`config.mk`:
```
export PLATFORM = sky130hd
export DESIGN_NAME = vat_trap_top
export DESIGN_NICKNAME = d
export VERILOG_FILES = /design/src/inc/vat_pkg.sv /design/src/verilog/vat_trap_top.sv /design/src/verilog/vat_window_decode.sv
export SDC_FILE = /design/constraint.sdc
export NUM_CORES = 1
export LEC_CHECK = 0
export BUFFER_PORTS_ARGS = -buffer_cell sky130_fd_sc_hd__buf_4
export CORE_ASPECT_RATIO = 0.5
export CORE_MARGIN = 2
export CORE_UTILIZATION = 50
export DETAILED_ROUTE_END_ITERATION = 8
export PLACE_DENSITY = 0.77
export SYNTH_ARGS = -nofsm -noshare
export SYNTH_HDL_FRONTEND = slang
export SYNTH_HIERARCHICAL = 1
export SYNTH_SLANG_ARGS = --single-unit
```
`constraint.sdc`:
```
create_clock -name hclk -period 5.16 [get_ports hclk]
set_clock_uncertainty 0.2 [all_clocks]
set_input_delay 1.548 -clock hclk [delete_from_list [all_inputs] [get_ports hclk]]
set_output_delay 1.548 -clock hclk [all_outputs]
set_load 0.01 [all_outputs]
```
`src/inc/vat_pkg.sv`:
```
// Package with register map, field positions and window constants for the VGA access trap
package vat_pkg;
    // Printed register indexes; byte address is four times the index
    localparam logic [7:0]  VAT_IDX_CTRL      = 8'hB9;
    localparam logic [7:0]  VAT_IDX_MASK      = 8'hBA;
    localparam logic [7:0]  VAT_IDX_IOMAP     = 8'hC0;
    localparam logic [7:0]  VAT_IDX_STATUS    = 8'hC1;
    localparam logic [7:0]  VAT_IDX_IRQMASK   = 8'hC2;
    localparam logic [7:0]  VAT_IDX_TRAPADDR  = 8'hC3;
    localparam logic [9:0]  VAT_ADDR_CTRL     = {VAT_IDX_CTRL, 2'b00};
    localparam logic [9:0]  VAT_ADDR_MASK     = {VAT_IDX_MASK, 2'b00};
    localparam logic [9:0]  VAT_ADDR_IOMAP    = {VAT_IDX_IOMAP, 2'b00};
    localparam logic [9:0]  VAT_ADDR_STATUS   = {VAT_IDX_STATUS, 2'b00};
    localparam logic [9:0]  VAT_ADDR_IRQMASK  = {VAT_IDX_IRQMASK, 2'b00};
    localparam logic [9:0]  VAT_ADDR_TRAPADDR = {VAT_IDX_TRAPADDR, 2'b00};
    localparam int          VAT_ADDR_W        = 10;

    // Reset values
    localparam logic [7:0]  VAT_CTRL_RST      = 8'h00;
    localparam logic [31:0] VAT_MASK_RST      = 32'h0000_0000;
    localparam logic [2:0]  VAT_IOMAP_RST     = 3'h0;
    localparam logic [1:0]  VAT_STATUS_RST    = 2'h0;
    localparam logic [1:0]  VAT_IRQMASK_RST   = 2'h0;
    localparam logic [31:0] VAT_TRAPADDR_RST  = 32'h0000_0000;

    // Control register fields
    localparam int          VAT_CTRL_A_BIT    = 0;
    localparam int          VAT_CTRL_B0_BIT   = 1;
    localparam int          VAT_CTRL_B8_BIT   = 2;

    // Status and irq mask fields
    localparam int          VAT_ST_MEM_BIT    = 0;
    localparam int          VAT_ST_IO_BIT     = 1;

    // Memory windows, compared on physical address
    localparam logic [15:0] VAT_WIN_A_TAG     = 16'h000A;
    localparam logic [16:0] VAT_WIN_B0_TAG    = 17'h00016;
    localparam logic [16:0] VAT_WIN_B8_TAG    = 17'h00017;
    localparam int          VAT_SLICE_HI      = 15;
    localparam int          VAT_SLICE_LO      = 11;
    localparam int          VAT_SLICES        = 32;

    // I/O ranges, compared on port address bits 15:4
    localparam logic [11:0] VAT_IO_3B_TAG     = 12'h03B;
    localparam logic [11:0] VAT_IO_3C_TAG     = 12'h03C;
    localparam logic [11:0] VAT_IO_3D_TAG     = 12'h03D;

    // AHB encodings
    localparam logic [1:0]  VAT_HTRANS_NONSEQ = 2'h2;
    localparam logic        VAT_HRESP_OKAY    = 1'b0;
endpackage

```
`src/verilog/vat_trap_top.sv`:
```
// VGA memory and I/O access trap with AHB-Lite register slave and SMI output
//
// Summary of operation
// - Control bit 0 set traps every enabled access to A0000h-AFFFFh.
// - Control bit 1 set traps accesses to B0000h-B7FFFh.
// - Control bit 2 set traps accesses to B8000h-BFFFFh.
// - Control register resets to zero so nothing traps until enabled.
// - Region mask holds 32 enables, one per 2 KB slice of A window.
// - Mask bit n covers A0000h plus n times 800h; one enables.
// - With no window enabled the region mask has no effect.
// - I/O ranges 3B0h, 3C0h, 3D0h each trap under their own enable bit.
// - SMI is raised in the same cycle the trapped access is seen.
// - Detection uses translated physical address from second decode stage.
//
// Register map, byte address four times the register index:
//   2E4h  window trap control
//         bit 0 A0000h-AFFFFh, bit 1 B0000h-B7FFFh, bit 2 B8000h-BFFFFh
//         bits 7:3 stored and read back, no effect on trapping
//   2E8h  region trap mask, bit n enables the 2 KB slice at A0000h + n*800h
//   300h  I/O range enables, bit 0 3B0h-3BFh, bit 1 3C0h-3CFh, bit 2 3D0h-3DFh
//   304h  trap status, bit 0 memory, bit 1 I/O, write one to clear
//   308h  interrupt mask, same layout as status
//   30Ch  last trapped address, read only, I/O ports zero-extended
// Only haddr 9:0 is decoded, so the map aliases every 1 KB of bus space.
// Unmapped offsets read zero and drop writes; the slave never stalls.
// Access inputs share the core clock, so they pass no synchroniser.
// Timing: smi_req rises in the cycle of the trapped access itself; status and
// the trapped address update at the end of that cycle, irq rises with status.
//
// The implementer's own choice: register access over AHB-Lite.
`timescale 1ns/1ps
`default_nettype none
module vat_trap_top
    import vat_pkg::*;
(
    input  wire logic        hclk,        // Core clock, 200 MHz
    input  wire logic        hresetn,     // Async reset, active low
    input  wire logic        hsel,        // AHB slave select
    input  wire logic [31:0] haddr,       // AHB address
    input  wire logic [1:0]  htrans,      // AHB transfer type
    input  wire logic        hwrite,      // AHB write flag
    input  wire logic [2:0]  hsize,       // AHB size, word only
    input  wire logic [31:0] hwdata,      // AHB write data
    input  wire logic        hready,      // AHB bus ready
    output logic [31:0]      hrdata,      // AHB read data, registered
    output logic             hreadyout,   // Always ready
    output logic             hresp,       // Always OKAY
    input  wire logic        acc_valid,   // Decode stage 2 access valid
    input  wire logic        acc_is_io,   // Access is an I/O cycle
    input  wire logic [31:0] acc_paddr,   // Physical memory address
    input  wire logic [15:0] acc_io_addr, // I/O port address
    output logic             smi_req,     // SMI request pulse
    output logic             irq          // Level interrupt
);
    // Registers
    logic [7:0]  ctrl_ff;
    logic [31:0] mask_ff;
    logic [2:0]  iomap_ff;
    logic [1:0]  status_ff;
    logic [1:0]  irqmask_ff;
    logic [31:0] trapaddr_ff;
    logic [31:0] hrdata_ff;
    logic        wr_pend_ff;
    logic [VAT_ADDR_W-1:0] wr_addr_ff;

    // Next values and decodes
    logic [7:0]  nxt_ctrl;
    logic [31:0] nxt_mask;
    logic [2:0]  nxt_iomap;
    logic [1:0]  nxt_irqmask;
    logic [31:0] nxt_hrdata;
    logic [1:0]  st_clr;
    logic [1:0]  st_set;
    logic        addr_phase;
    logic        rd_phase;
    logic        hit_a;
    logic        hit_b0;
    logic        hit_b8;
    logic        slice_on;
    logic        mem_trap;
    logic        io_trap;
    logic [2:0]  io_hit;
    logic        wr_phase;
    logic        wr_ctrl;
    logic        wr_mask;
    logic        wr_iomap;
    logic        wr_status;
    logic        wr_irqmask;
    logic        mem_acc;
    logic        io_acc;
    logic        trap_a;
    logic        trap_b0;
    logic        trap_b8;
    logic [1:0]  nxt_status;
    logic [31:0] nxt_trapaddr;

    // I/O range tags packed in enable-bit order, so enable n meets tag n
    localparam int IO_RANGES = 3;
    localparam int IO_TAG_W  = 12;
    localparam logic [IO_RANGES*IO_TAG_W-1:0] IO_TAGS =
        {VAT_IO_3D_TAG, VAT_IO_3C_TAG, VAT_IO_3B_TAG};

    // AHB slave never stalls and never errors
    // Zero wait states: hrdata is ready one cycle after the address phase
    assign hreadyout = 1'b1;
    assign hresp     = VAT_HRESP_OKAY;
    assign hrdata    = hrdata_ff;

    // Address phase taken when selected, NONSEQ and bus ready
    assign addr_phase = hsel && hready && (htrans == VAT_HTRANS_NONSEQ);

    // Reads load hrdata at the address edge; writes wait a cycle for hwdata
    assign rd_phase   = addr_phase && !hwrite;
    assign wr_phase   = addr_phase && hwrite;

    // Data-phase flag of a write
    always_ff @(posedge hclk or negedge hresetn) begin
        if (!hresetn) begin
            wr_pend_ff <= 1'b0;
        end else begin
            wr_pend_ff <= wr_phase;
        end
    end

    // Write address held into the data phase
    always_ff @(posedge hclk or negedge hresetn) begin
        if (!hresetn) begin
            wr_addr_ff <= '0;
        end else if (wr_phase) begin
            wr_addr_ff <= haddr[VAT_ADDR_W-1:0];
        end
    end

    // One write strobe per writable register; an unmapped or read-only offset raises none
    assign wr_ctrl    = wr_pend_ff && (wr_addr_ff == VAT_ADDR_CTRL);
    assign wr_mask    = wr_pend_ff && (wr_addr_ff == VAT_ADDR_MASK);
    assign wr_iomap   = wr_pend_ff && (wr_addr_ff == VAT_ADDR_IOMAP);
    assign wr_status  = wr_pend_ff && (wr_addr_ff == VAT_ADDR_STATUS);
    assign wr_irqmask = wr_pend_ff && (wr_addr_ff == VAT_ADDR_IRQMASK);

    // Next register values from a write in its data phase
    always_comb begin
        nxt_ctrl    = ctrl_ff;
        nxt_mask    = mask_ff;
        nxt_iomap   = iomap_ff;
        nxt_irqmask = irqmask_ff;
        st_clr      = 2'h0;
        if (wr_ctrl) begin
            nxt_ctrl = hwdata[7:0];
        end
        if (wr_mask) begin
            nxt_mask = hwdata;
        end
        if (wr_iomap) begin
            nxt_iomap = hwdata[2:0];
        end
        if (wr_irqmask) begin
            nxt_irqmask = hwdata[1:0];
        end
        if (wr_status) begin
            st_clr = hwdata[1:0]; // Write one to clear
        end
    end

    // Control register, cleared so an add-in VGA card works untouched
    always_ff @(posedge hclk or negedge hresetn) begin
        if (!hresetn) begin
            ctrl_ff <= VAT_CTRL_RST;
        end else begin
            ctrl_ff <= nxt_ctrl;
        end
    end

    // Region mask; given a defined reset value for clean simulation
    // Trapping stays off after reset anyway, since every window enable is clear
    always_ff @(posedge hclk or negedge hresetn) begin
        if (!hresetn) begin
            mask_ff <= VAT_MASK_RST;
        end else begin
            mask_ff <= nxt_mask;
        end
    end

    // I/O range enables, one bit per 16-port range
    always_ff @(posedge hclk or negedge hresetn) begin
        if (!hresetn) begin
            iomap_ff <= VAT_IOMAP_RST;
        end else begin
            iomap_ff <= nxt_iomap;
        end
    end

    // Interrupt mask, same layout as the status register
    always_ff @(posedge hclk or negedge hresetn) begin
        if (!hresetn) begin
            irqmask_ff <= VAT_IRQMASK_RST;
        end else begin
            irqmask_ff <= nxt_irqmask;
        end
    end

    // Read data uses next values so a read right after a write sees it
    always_comb begin
        nxt_hrdata = 32'h0000_0000;
        case (haddr[VAT_ADDR_W-1:0])
            VAT_ADDR_CTRL:     nxt_hrdata = {24'h000000, nxt_ctrl};
            VAT_ADDR_MASK:     nxt_hrdata = nxt_mask;
            VAT_ADDR_IOMAP:    nxt_hrdata = {29'h0, nxt_iomap};
            VAT_ADDR_STATUS:   nxt_hrdata = {30'h0, nxt_status};
            VAT_ADDR_IRQMASK:  nxt_hrdata = {30'h0, nxt_irqmask};
            VAT_ADDR_TRAPADDR: nxt_hrdata = trapaddr_ff;
            default:           nxt_hrdata = 32'h0000_0000;
        endcase
    end

    // Read data register, loaded at the address phase edge;
    // it holds until the next read, so a late sample still sees it
    always_ff @(posedge hclk or negedge hresetn) begin
        if (!hresetn) begin
            hrdata_ff <= 32'h0000_0000;
        end else if (rd_phase) begin
            hrdata_ff <= nxt_hrdata;
        end
    end

    // Window and slice decode on the translated address
    vat_window_decode u_decode (
        .phys_addr   (acc_paddr),
        .region_mask (mask_ff),
        .hit_a       (hit_a),
        .hit_b0      (hit_b0),
        .hit_b8      (hit_b8),
        .slice_on    (slice_on)
    );

    // The access flag splits memory from I/O, so one kind traps per cycle
    assign mem_acc = acc_valid && !acc_is_io;
    assign io_acc  = acc_valid && acc_is_io;

    // Per-window terms; the mask is only consulted under the A enable
    assign trap_a  = ctrl_ff[VAT_CTRL_A_BIT] && hit_a && slice_on;
    assign trap_b0 = ctrl_ff[VAT_CTRL_B0_BIT] && hit_b0;
    assign trap_b8 = ctrl_ff[VAT_CTRL_B8_BIT] && hit_b8;

    // Memory trap from any enabled window
    assign mem_trap = mem_acc && (trap_a || trap_b0 || trap_b8);

    // I/O range compare, one per 16-port range, tag n under enable bit n
    genvar gi;
    generate
        for (gi = 0; gi < IO_RANGES; gi = gi + 1) begin : g_io
            assign io_hit[gi] =
                (acc_io_addr[15:4] == IO_TAGS[gi*IO_TAG_W +: IO_TAG_W]);
        end
    endgenerate

    // I/O range trap under its own enable bit
    assign io_trap = io_acc && |(io_hit & iomap_ff);

    // Combinational so the trap lands before buffered writes retire
    assign smi_req = mem_trap || io_trap;

    // Next trapping address; I/O ports are zero-extended into the same register
    always_comb begin
        nxt_trapaddr = trapaddr_ff;
        if (mem_trap) begin
            nxt_trapaddr = acc_paddr;
        end else if (io_trap) begin
            nxt_trapaddr = {16'h0000, acc_io_addr};
        end
    end

    // Last trapping address for the handler; only the latest event is kept
    always_ff @(posedge hclk or negedge hresetn) begin
        if (!hresetn) begin
            trapaddr_ff <= VAT_TRAPADDR_RST;
        end else begin
            trapaddr_ff <= nxt_trapaddr;
        end
    end

    // Sticky status, a new event wins over a same-cycle clear
    assign st_set     = {io_trap, mem_trap};
    assign nxt_status = (status_ff & ~st_clr) | st_set;

    // Status register; software clears a bit by writing one to it
    always_ff @(posedge hclk or negedge hresetn) begin
        if (!hresetn) begin
            status_ff <= VAT_STATUS_RST;
        end else begin
            status_ff <= nxt_status;
        end
    end

    // Level interrupt while any unmasked status bit stands
    assign irq = |(status_ff & irqmask_ff);

    // AHB size is not decoded: every access is taken as a whole word, so a
    // narrow write replaces the full register; drivers must use word size
    logic unused_hsize;
    assign unused_hsize = ^hsize;
endmodule
`default_nettype wire

```
`src/verilog/vat_window_decode.sv`:
```
// Physical address window and slice decoder for the VGA access trap
`timescale 1ns/1ps
`default_nettype none
module vat_window_decode
    import vat_pkg::*;
(
    input  wire logic [31:0] phys_addr,   // Translated access address
    input  wire logic [31:0] region_mask, // Per-slice enables of the A window
    output logic             hit_a,       // Address in A0000h-AFFFFh
    output logic             hit_b0,      // Address in B0000h-B7FFFh
    output logic             hit_b8,      // Address in B8000h-BFFFFh
    output logic             slice_on     // A-window slice enabled in mask
);
    logic [VAT_SLICES-1:0] slice_sel;

    // Window compares on full physical address, so aliases above 1 MB never trap
    assign hit_a  = (phys_addr[31:16] == VAT_WIN_A_TAG);
    assign hit_b0 = (phys_addr[31:15] == VAT_WIN_B0_TAG);
    assign hit_b8 = (phys_addr[31:15] == VAT_WIN_B8_TAG);

    // One select per 2 KB slice, bit n at A0000h plus n times 800h
    genvar gi;
    generate
        for (gi = 0; gi < VAT_SLICES; gi = gi + 1) begin : g_slice
            assign slice_sel[gi] = hit_a &&
                (phys_addr[VAT_SLICE_HI:VAT_SLICE_LO] == 5'(gi));
        end
    endgenerate

    // Mask only gates the A window
    assign slice_on = |(slice_sel & region_mask);
endmodule
`default_nettype wire

```
==> Word level (Yosys, flattened, before mapping) <==
Cells that the tools add are included.
W data, S select, Z words.
{ "classes": {"n_addsub": 0, "mul": 0, "n_div": 0, "n_lt_le_gt_ge": 0, "eq_ne": 49, "n_shift": 0, "n_mux": 8, "n_bitwise": 6, "n_reduce_logical": 59} }
{ "op_table": {"columns": ["operator", "count"], "rows": [
  ["$pmux W32 S6", 1],
  ["$eq A10 B10 Y1 const B", 11],
  ["$mux W32", 3],
  ["$eq A5 B5 Y1 const B", 16],
  ["$logic_and A1 B1 Y1", 49],
  ["$eq A5 B4 Y1 const B", 8],
  ["$eq A12 B6 Y1 const B", 3],
  ["$eq A17 B5 Y1 const B", 2],
  ["$and A32 B32 Y32", 1],
  ["$reduce_or A32 Y1", 1],
  ["$eq A5 B3 Y1 const B", 4],
  ["$eq A16 B4 Y1 const B", 1],
  ["$eq A5 B2 Y1 const B", 2],
  ["$mux W8", 1],
  ["$eq A5 B1 Y1 const B", 1],
  ["$logic_not A5 Y1", 1],
  ["$and A2 B2 Y2", 2],
  ["$mux W2", 2],
  ["$and A3 B3 Y3", 1],
  ["$logic_or A1 B1 Y1", 3],
  ["$mux W3", 1],
  ["$reduce_or A3 Y1", 1],
  ["$eq A2 B2 Y1 const B", 1],
  ["$logic_not A1 Y1", 2],
  ["other kinds (4)", 4]
]} }
{ "word_totals": {"reg_bits": 122, "latch_bits": 0, "ramBits": 0, "romBits": 0, "in_bits": 124, "out_inout_bits": 36, "elab_cells": 131, "n_memories": 0} }

==> Depth between registers and ports, before layout <==
{ "depth": {"ltp_word": 10, "mapped_depth": 13, "ltp_nobuf": 10} }

==> Hierarchy <==
Netlist, hierarchy kept.
{ "by_module_without_submodules": {"columns": ["module", "instances", "cells_each", "area_each_um2", "seq_area_each_um2"], "rows": [
  ["vat_trap_top", 1, 471, 5343.9, 3052.9],
  ["vat_window_decode", 1, 66, 491.7, 0.0]
]} }

==> Worst setup path before layout <==
Ideal clock, no wire load.
{ "synth_timing": {"path_kind": "input to output", "startpoint": "in acc_paddr[13]", "endpoint": "out smi_req", "arrival_time_ns": 3.213, "t_required_ns": 3.412, "setup_slack_ns": 0.199, "cell_stages": 12, "path_buffers": 3, "cell_sequence": "buf_6 > buf_4 > nor2_1 > a31oi_1 > o2111ai_2 > o21ai_1 > o221ai_1 > nand3_1 > a21oi_1 > clkbuf_1 > nor2_1 > inv_1"} }
{ "synth_via": {"elab_chain_cells": 9, "word_cells_on_any_way": 71, "classes_between": "eq/ne: 31; bitwise: 1; reduce/logical: 39"} }
{ "synth_rtl": {"columns": ["element", "line", "rtl"], "rows": [
  ["from (decl)", "vat_trap_top.sv:50", "input wire logic [31:0] acc_paddr,"],
  ["$eq A5 B1 Y1 (tied with other cells)", "vat_window_decode.sv:26", "(phys_addr[VAT_SLICE_HI:VAT_SLICE_LO] == 5'(gi));"],
  ["$logic_and A1 B1 Y1", "vat_window_decode.sv:25", "assign slice_sel[gi] = hit_a &&"],
  ["$and A32 B32 Y32 (*)", "vat_window_decode.sv:31", "assign slice_on = |(slice_sel & region_mask);"],
  ["$reduce_or A32 Y1 (*)", "vat_window_decode.sv:31", null],
  ["net slice_on", "vat_trap_top.sv:79", "logic slice_on;"],
  ["$logic_and A1 B1 Y1 (*)", "vat_trap_top.sv:241", "assign trap_a = ctrl_ff[VAT_CTRL_A_BIT] && hit_a && slice_on;"],
  ["$logic_or A1 B1 Y1 (*) (2 in a row)", "vat_trap_top.sv:246", "assign mem_trap = mem_acc && (trap_a || trap_b0 || trap_b8);"],
  ["$logic_and A1 B1 Y1 (*)", "vat_trap_top.sv:246", null],
  ["$logic_or A1 B1 Y1 (*)", "vat_trap_top.sv:261", "assign smi_req = mem_trap || io_trap;"],
  ["to (decl)", "vat_trap_top.sv:52", "output logic smi_req,"]
]} }
Mark *: on every way through the listed nets, which the timed path passes. The rest lies on a longest branch.

==> Worst setup path after layout <==
{ "layout_timing": {"startpoint": "in acc_paddr[24]", "endpoint": "out smi_req"} }
{ "layout_via": {"elab_chain_cells": 9, "word_cells_on_any_way": 45, "classes_between": "eq/ne: 3; bitwise: 1; reduce/logical: 41"} }
{ "layout_rtl": {"columns": ["element", "line", "rtl"], "rows": [
  ["$eq A16 B4 Y1 (*)", "vat_window_decode.sv:17", "assign hit_a = (phys_addr[31:16] == VAT_WIN_A_TAG);"],
  ["net hit_a", "vat_trap_top.sv:76", "logic hit_a;"],
  ["$logic_and A1 B1 Y1", "vat_window_decode.sv:25", null],
  ["$and A32 B32 Y32 (*)", "vat_window_decode.sv:31", null],
  ["$reduce_or A32 Y1 (*)", "vat_window_decode.sv:31", null],
  ["net slice_on", "vat_trap_top.sv:79", null],
  ["$logic_and A1 B1 Y1 (*)", "vat_trap_top.sv:241", null],
  ["$logic_or A1 B1 Y1 (*) (2 in a row)", "vat_trap_top.sv:246", null],
  ["$logic_and A1 B1 Y1 (*)", "vat_trap_top.sv:246", null],
  ["$logic_or A1 B1 Y1 (*)", "vat_trap_top.sv:261", null]
]} }
Marks and branches as above.

==> out/qor.tcl <==
set qor(outcome) {finished with violations}
set qor(failing_checks) {negative setup slack}
set qor(dp_cells) 810
set qor(syn_to_final_growth_pct) 31.5
set qor(drcViolationCount) 0
set qor(clk_root_buffer_cell) {sky130_fd_sc_hd__clkbuf_16}
set qor(chipHeight_um) 80.4
set qor(synth-seq-area-share_pct) 52.3
set qor(cells_along_the_critical_path) {buf_6 > nor4b_4 > buf_4 > nand4_1 > nor2_4 > o311ai_2 > o221ai_1 > nand3_1 > a21oi_2 > nor2_2 > inv_2 > buf_6}
set qor(hold_class) {register to register}
set qor(final_common_cell) {sky130_fd_sc_hd__buf_4}
set qor(syn-num-nets) 661
set qor(design.core.area_um2) 11200
set qor(synth_cell_types) 67
set qor(design.final.nets) 795
set qor(wl_per_cell_um) 19.3
set qor(worst_setup_path_end_kind) {output port}
set qor(grt_max_degree) 80
set qor(min_period_ns) 5.18
set qor(cts-htree-levels) 4
set qor(setup_viol_count_final) 1
set qor(cts_made_buffers) 17
set qor(design.portCount) 160
set qor(overflow) 0
set qor(timing.critical_path.from_type) {primary input}
set qor(drive_gt1_share_pct) 37.6
set qor(detailroute.via_count) 4953
set qor(synthesized_cell_area_um2) 5840
set qor(final.setup.worst_slack_ns) -0.0216
set qor(synthFlopType) {sky130_fd_sc_hd__dfrtp_1}
set qor(power.density_cell_area_nw_per_um2) 318
set qor(routed_wire_length_mm) 16.3
set qor(drt.antenna.violating_nets) 0
set qor(antenna-diode-count) 0
set qor(core.rowCount) 27
set qor(pre_cts_slack_ns) -0.0795
set qor(critical_path.max_fanout) 4
set qor(layoutNonFillerInstCount) 843
set qor(fmax_ghz) 0.193
set qor(initial_antenna_violation_count) 0
set qor(synth_enable_flop_cells) 0
set qor(global_route.usage.total_pct) 26.9
set qor(globalRouteMet3Util_pct) 5.56
set qor(synth_warnings) 6
set qor(drtIter0Drc) 328
set qor(type_of_the_worst_setup_path) {primary input to output port}
set qor(critical-path-max-stage-delay_ns) 0.32
set qor(grt-busiest-layer) {met2}
set qor(cts_tree) {done}
set qor(fp.dieArea_um2) 12600
set qor(post_syn_instances) 537
set qor(die_width_um) 157
set qor(finalCritPeriodShare_pct) 100
set qor(clkSinkCount) 122
set qor(rsz0062_at_grt) {true}
set qor(io_buffer_count) 132
set qor(async_flop_share_pct) 100
set qor(p_leak_nw) 3.51
set qor(initial_core_util_pct) 52.2
set qor(slew_violations) 0
set qor(worstSkewPairLatency_ns) 0.41
set qor(gr-usage-met2_pct) 44.3
set qor(drt_pass1_iterations) 5
set qor(grt_pass1_wl_mm) 25.7
set qor(layout.core_utilization_pct) 68.6
set qor(path_clk_slew_ns) 0.06
set qor(cts_max_path_buffers) 2
set qor(ys_ff_latch) 122
set qor(final_hold_viol_count) 0
set qor(final_cell_mix) {sky130_fd_sc_hd__buf_4 (145), sky130_fd_sc_hd__dfrtp_1 (122), sky130_fd_sc_hd__nand2_1 (83), sky130_fd_sc_hd__mux2_2 (55), sky130_fd_sc_hd__a22oi_1 (36)}
set qor(max_cap_violations) 0
set qor(crit_top_cell) {sky130_fd_sc_hd__buf_6}
set qor(routabilityCongestion) 0.820
set qor(avgSynthCellArea_um2) 10.9
set qor(first_global_vias) 4967
set qor(dpl_wire_length_mm) 10.9
set qor(critical-path-slowest-cell) {sky130_fd_sc_hd__nor4b_4}
set qor(max-slew-margin-rel_pct) 28.4
set qor(tightest_slew_ns) 1.07
set qor(critPathRequiredTime_ns) 3.41
set qor(irDropWorstVdd_uv) 186
set qor(vias_per_cell) 5.88
set qor(grt_util_met1_pct) 35.9
set qor(timing.critical_path.arrival_ns) 3.43
## Yosys cell counts (3+ instances only)
master                     instances  area [µm²]
sky130_fd_sc_hd__dfrtp_1         122        3050
sky130_fd_sc_hd__nand2_1          83         312
sky130_fd_sc_hd__mux2_2           55         619
sky130_fd_sc_hd__a22oi_1          36         270
sky130_fd_sc_hd__o21ai_0          29         145
sky130_fd_sc_hd__o21ai_1          29         145
sky130_fd_sc_hd__clkbuf_1         19        71.3
sky130_fd_sc_hd__nor2_1           17        63.8
sky130_fd_sc_hd__mux2i_1           8        80.1
sky130_fd_sc_hd__inv_1             7        26.3
sky130_fd_sc_hd__nor4b_1           7        61.3
sky130_fd_sc_hd__a21oi_1           6        30.0
sky130_fd_sc_hd__a22o_1            6        52.6
sky130_fd_sc_hd__buf_6             6        67.6
sky130_fd_sc_hd__nand3_1           6        30.0
sky130_fd_sc_hd__nor2b_1           6        37.5
sky130_fd_sc_hd__a21o_1            5        37.5
sky130_fd_sc_hd__nand2b_1          5        31.3
sky130_fd_sc_hd__nor3_1            5        25.0
sky130_fd_sc_hd__a31oi_1           4        25.0
sky130_fd_sc_hd__buf_2             4        20.0
sky130_fd_sc_hd__nand3b_1          4        30.0
sky130_fd_sc_hd__nand4_1           4        25.0
sky130_fd_sc_hd__buf_4             3        22.5
sky130_fd_sc_hd__nand4b_1          3        26.3
sky130_fd_sc_hd__nor3b_1           3        22.5
sky130_fd_sc_hd__o21bai_1          3        22.5
sky130_fd_sc_hd__or4b_1            3        30.0
## cells by family after synthesis
| family | Yosys count | share of synthesized area [%] |
|---|---|---|
| buffers and inverters | 40 | 3.69 |
| DFF | 122 | 52.3 |
| AOI/OAI and AO/OA | 140 | 16.1 |
| and+or+nand+nor | 167 | 15.2 |
| other | 2 | 0.129 |
| xor gates and xnor gates | 1 | 0.150 |
| muxes | 65 | 12.4 |
## path summary, 6_finish.rpt
| kind | startpoint | to | slack [ns] | depth (start not counted) |
|---|---|---|---|---|
| worst min register to register | trapaddr_ff[6] | trapaddr_ff[6] | 0.28 | 1 |
| worst max-delay path | acc_paddr[24] | smi_req | -0.02 | 12 |
| max in group asynchronous | hresetn | hrdata[27] | 2.76 | 2 |
| worst max register to register | wr_addr_ff[2] | hrdata[2] | 1.90 | 6 |
| min in group asynchronous | hresetn | wr_pend_ff | 1.10 | 1 |
| worst min-delay path | trapaddr_ff[6] | trapaddr_ff[6] | 0.28 | 1 |
## through the flow
step / TNS (ns) / hold WS, ns / area (µm²) / power, W
after floorplan: 0 / 0.250 / 5840 / 0.00107
after global placement: -0.121 / 0.262 / 6970 / 0.00117
after detailed placement: -0.0795 / 0.271 / 6970 / 0.00118
after CTS: 0 / 0.285 / 7630 / 0.00245
after global routing: -0.116 / 0.298 / 7670 / 0.00252
final: -0.0216 / 0.280 / 7670 / 0.00244
## sequential cells by signal (all words and copies together), names as in the netlist
| name | count |
|---|---|
| wr_addr_ff | 10 |
| hrdata | 32 |
| wr_pend_ff | 1 |
| ctrl_ff | 8 |
| irqmask_ff | 2 |
| status_ff | 2 |
| iomap_ff | 3 |
| mask_ff | 32 |
| trapaddr_ff | 32 |
## worst max-delay path: cells and delay by family
kind            cells  cell delay [ns]
simple gates        5             0.90
compound gates      3             0.58
buf+inv             4             0.41
## where the power goes
part	internal (W)	switching [W]
Combinational	0.0000888	0.0000776
Sequential	0.000980	0.0000191
Clock	0.000823	0.000452
Total	0.00189	0.000548
## repair_timing
action / in CTS / in global routing
buffers inserted: 0 / 1
hold buffers: 0 / 0
hold endpoints to repair: 0 / 0
pin swaps: 1 / 6
endpoints found under the setup margin: 1 / 1
resized for setup: 3 / 8
## cell type report
class,count,area [µm²]
tap,159,199
clock inverter,14,195
fill,821,3510
inverter,7,26.3
multi-input combinational,375,2640
sequential,122,3050
timing repair buffer,148,1120
clock buffer,18,439
## layer usage
layer,part of all wire (%),vias up
li1,-,2242
met1,45,2463
met2,47,216
met3,6.8,32
met4,1.8,0
met5,0,-
No activity file was read; power rests on OpenSTA's default activity.
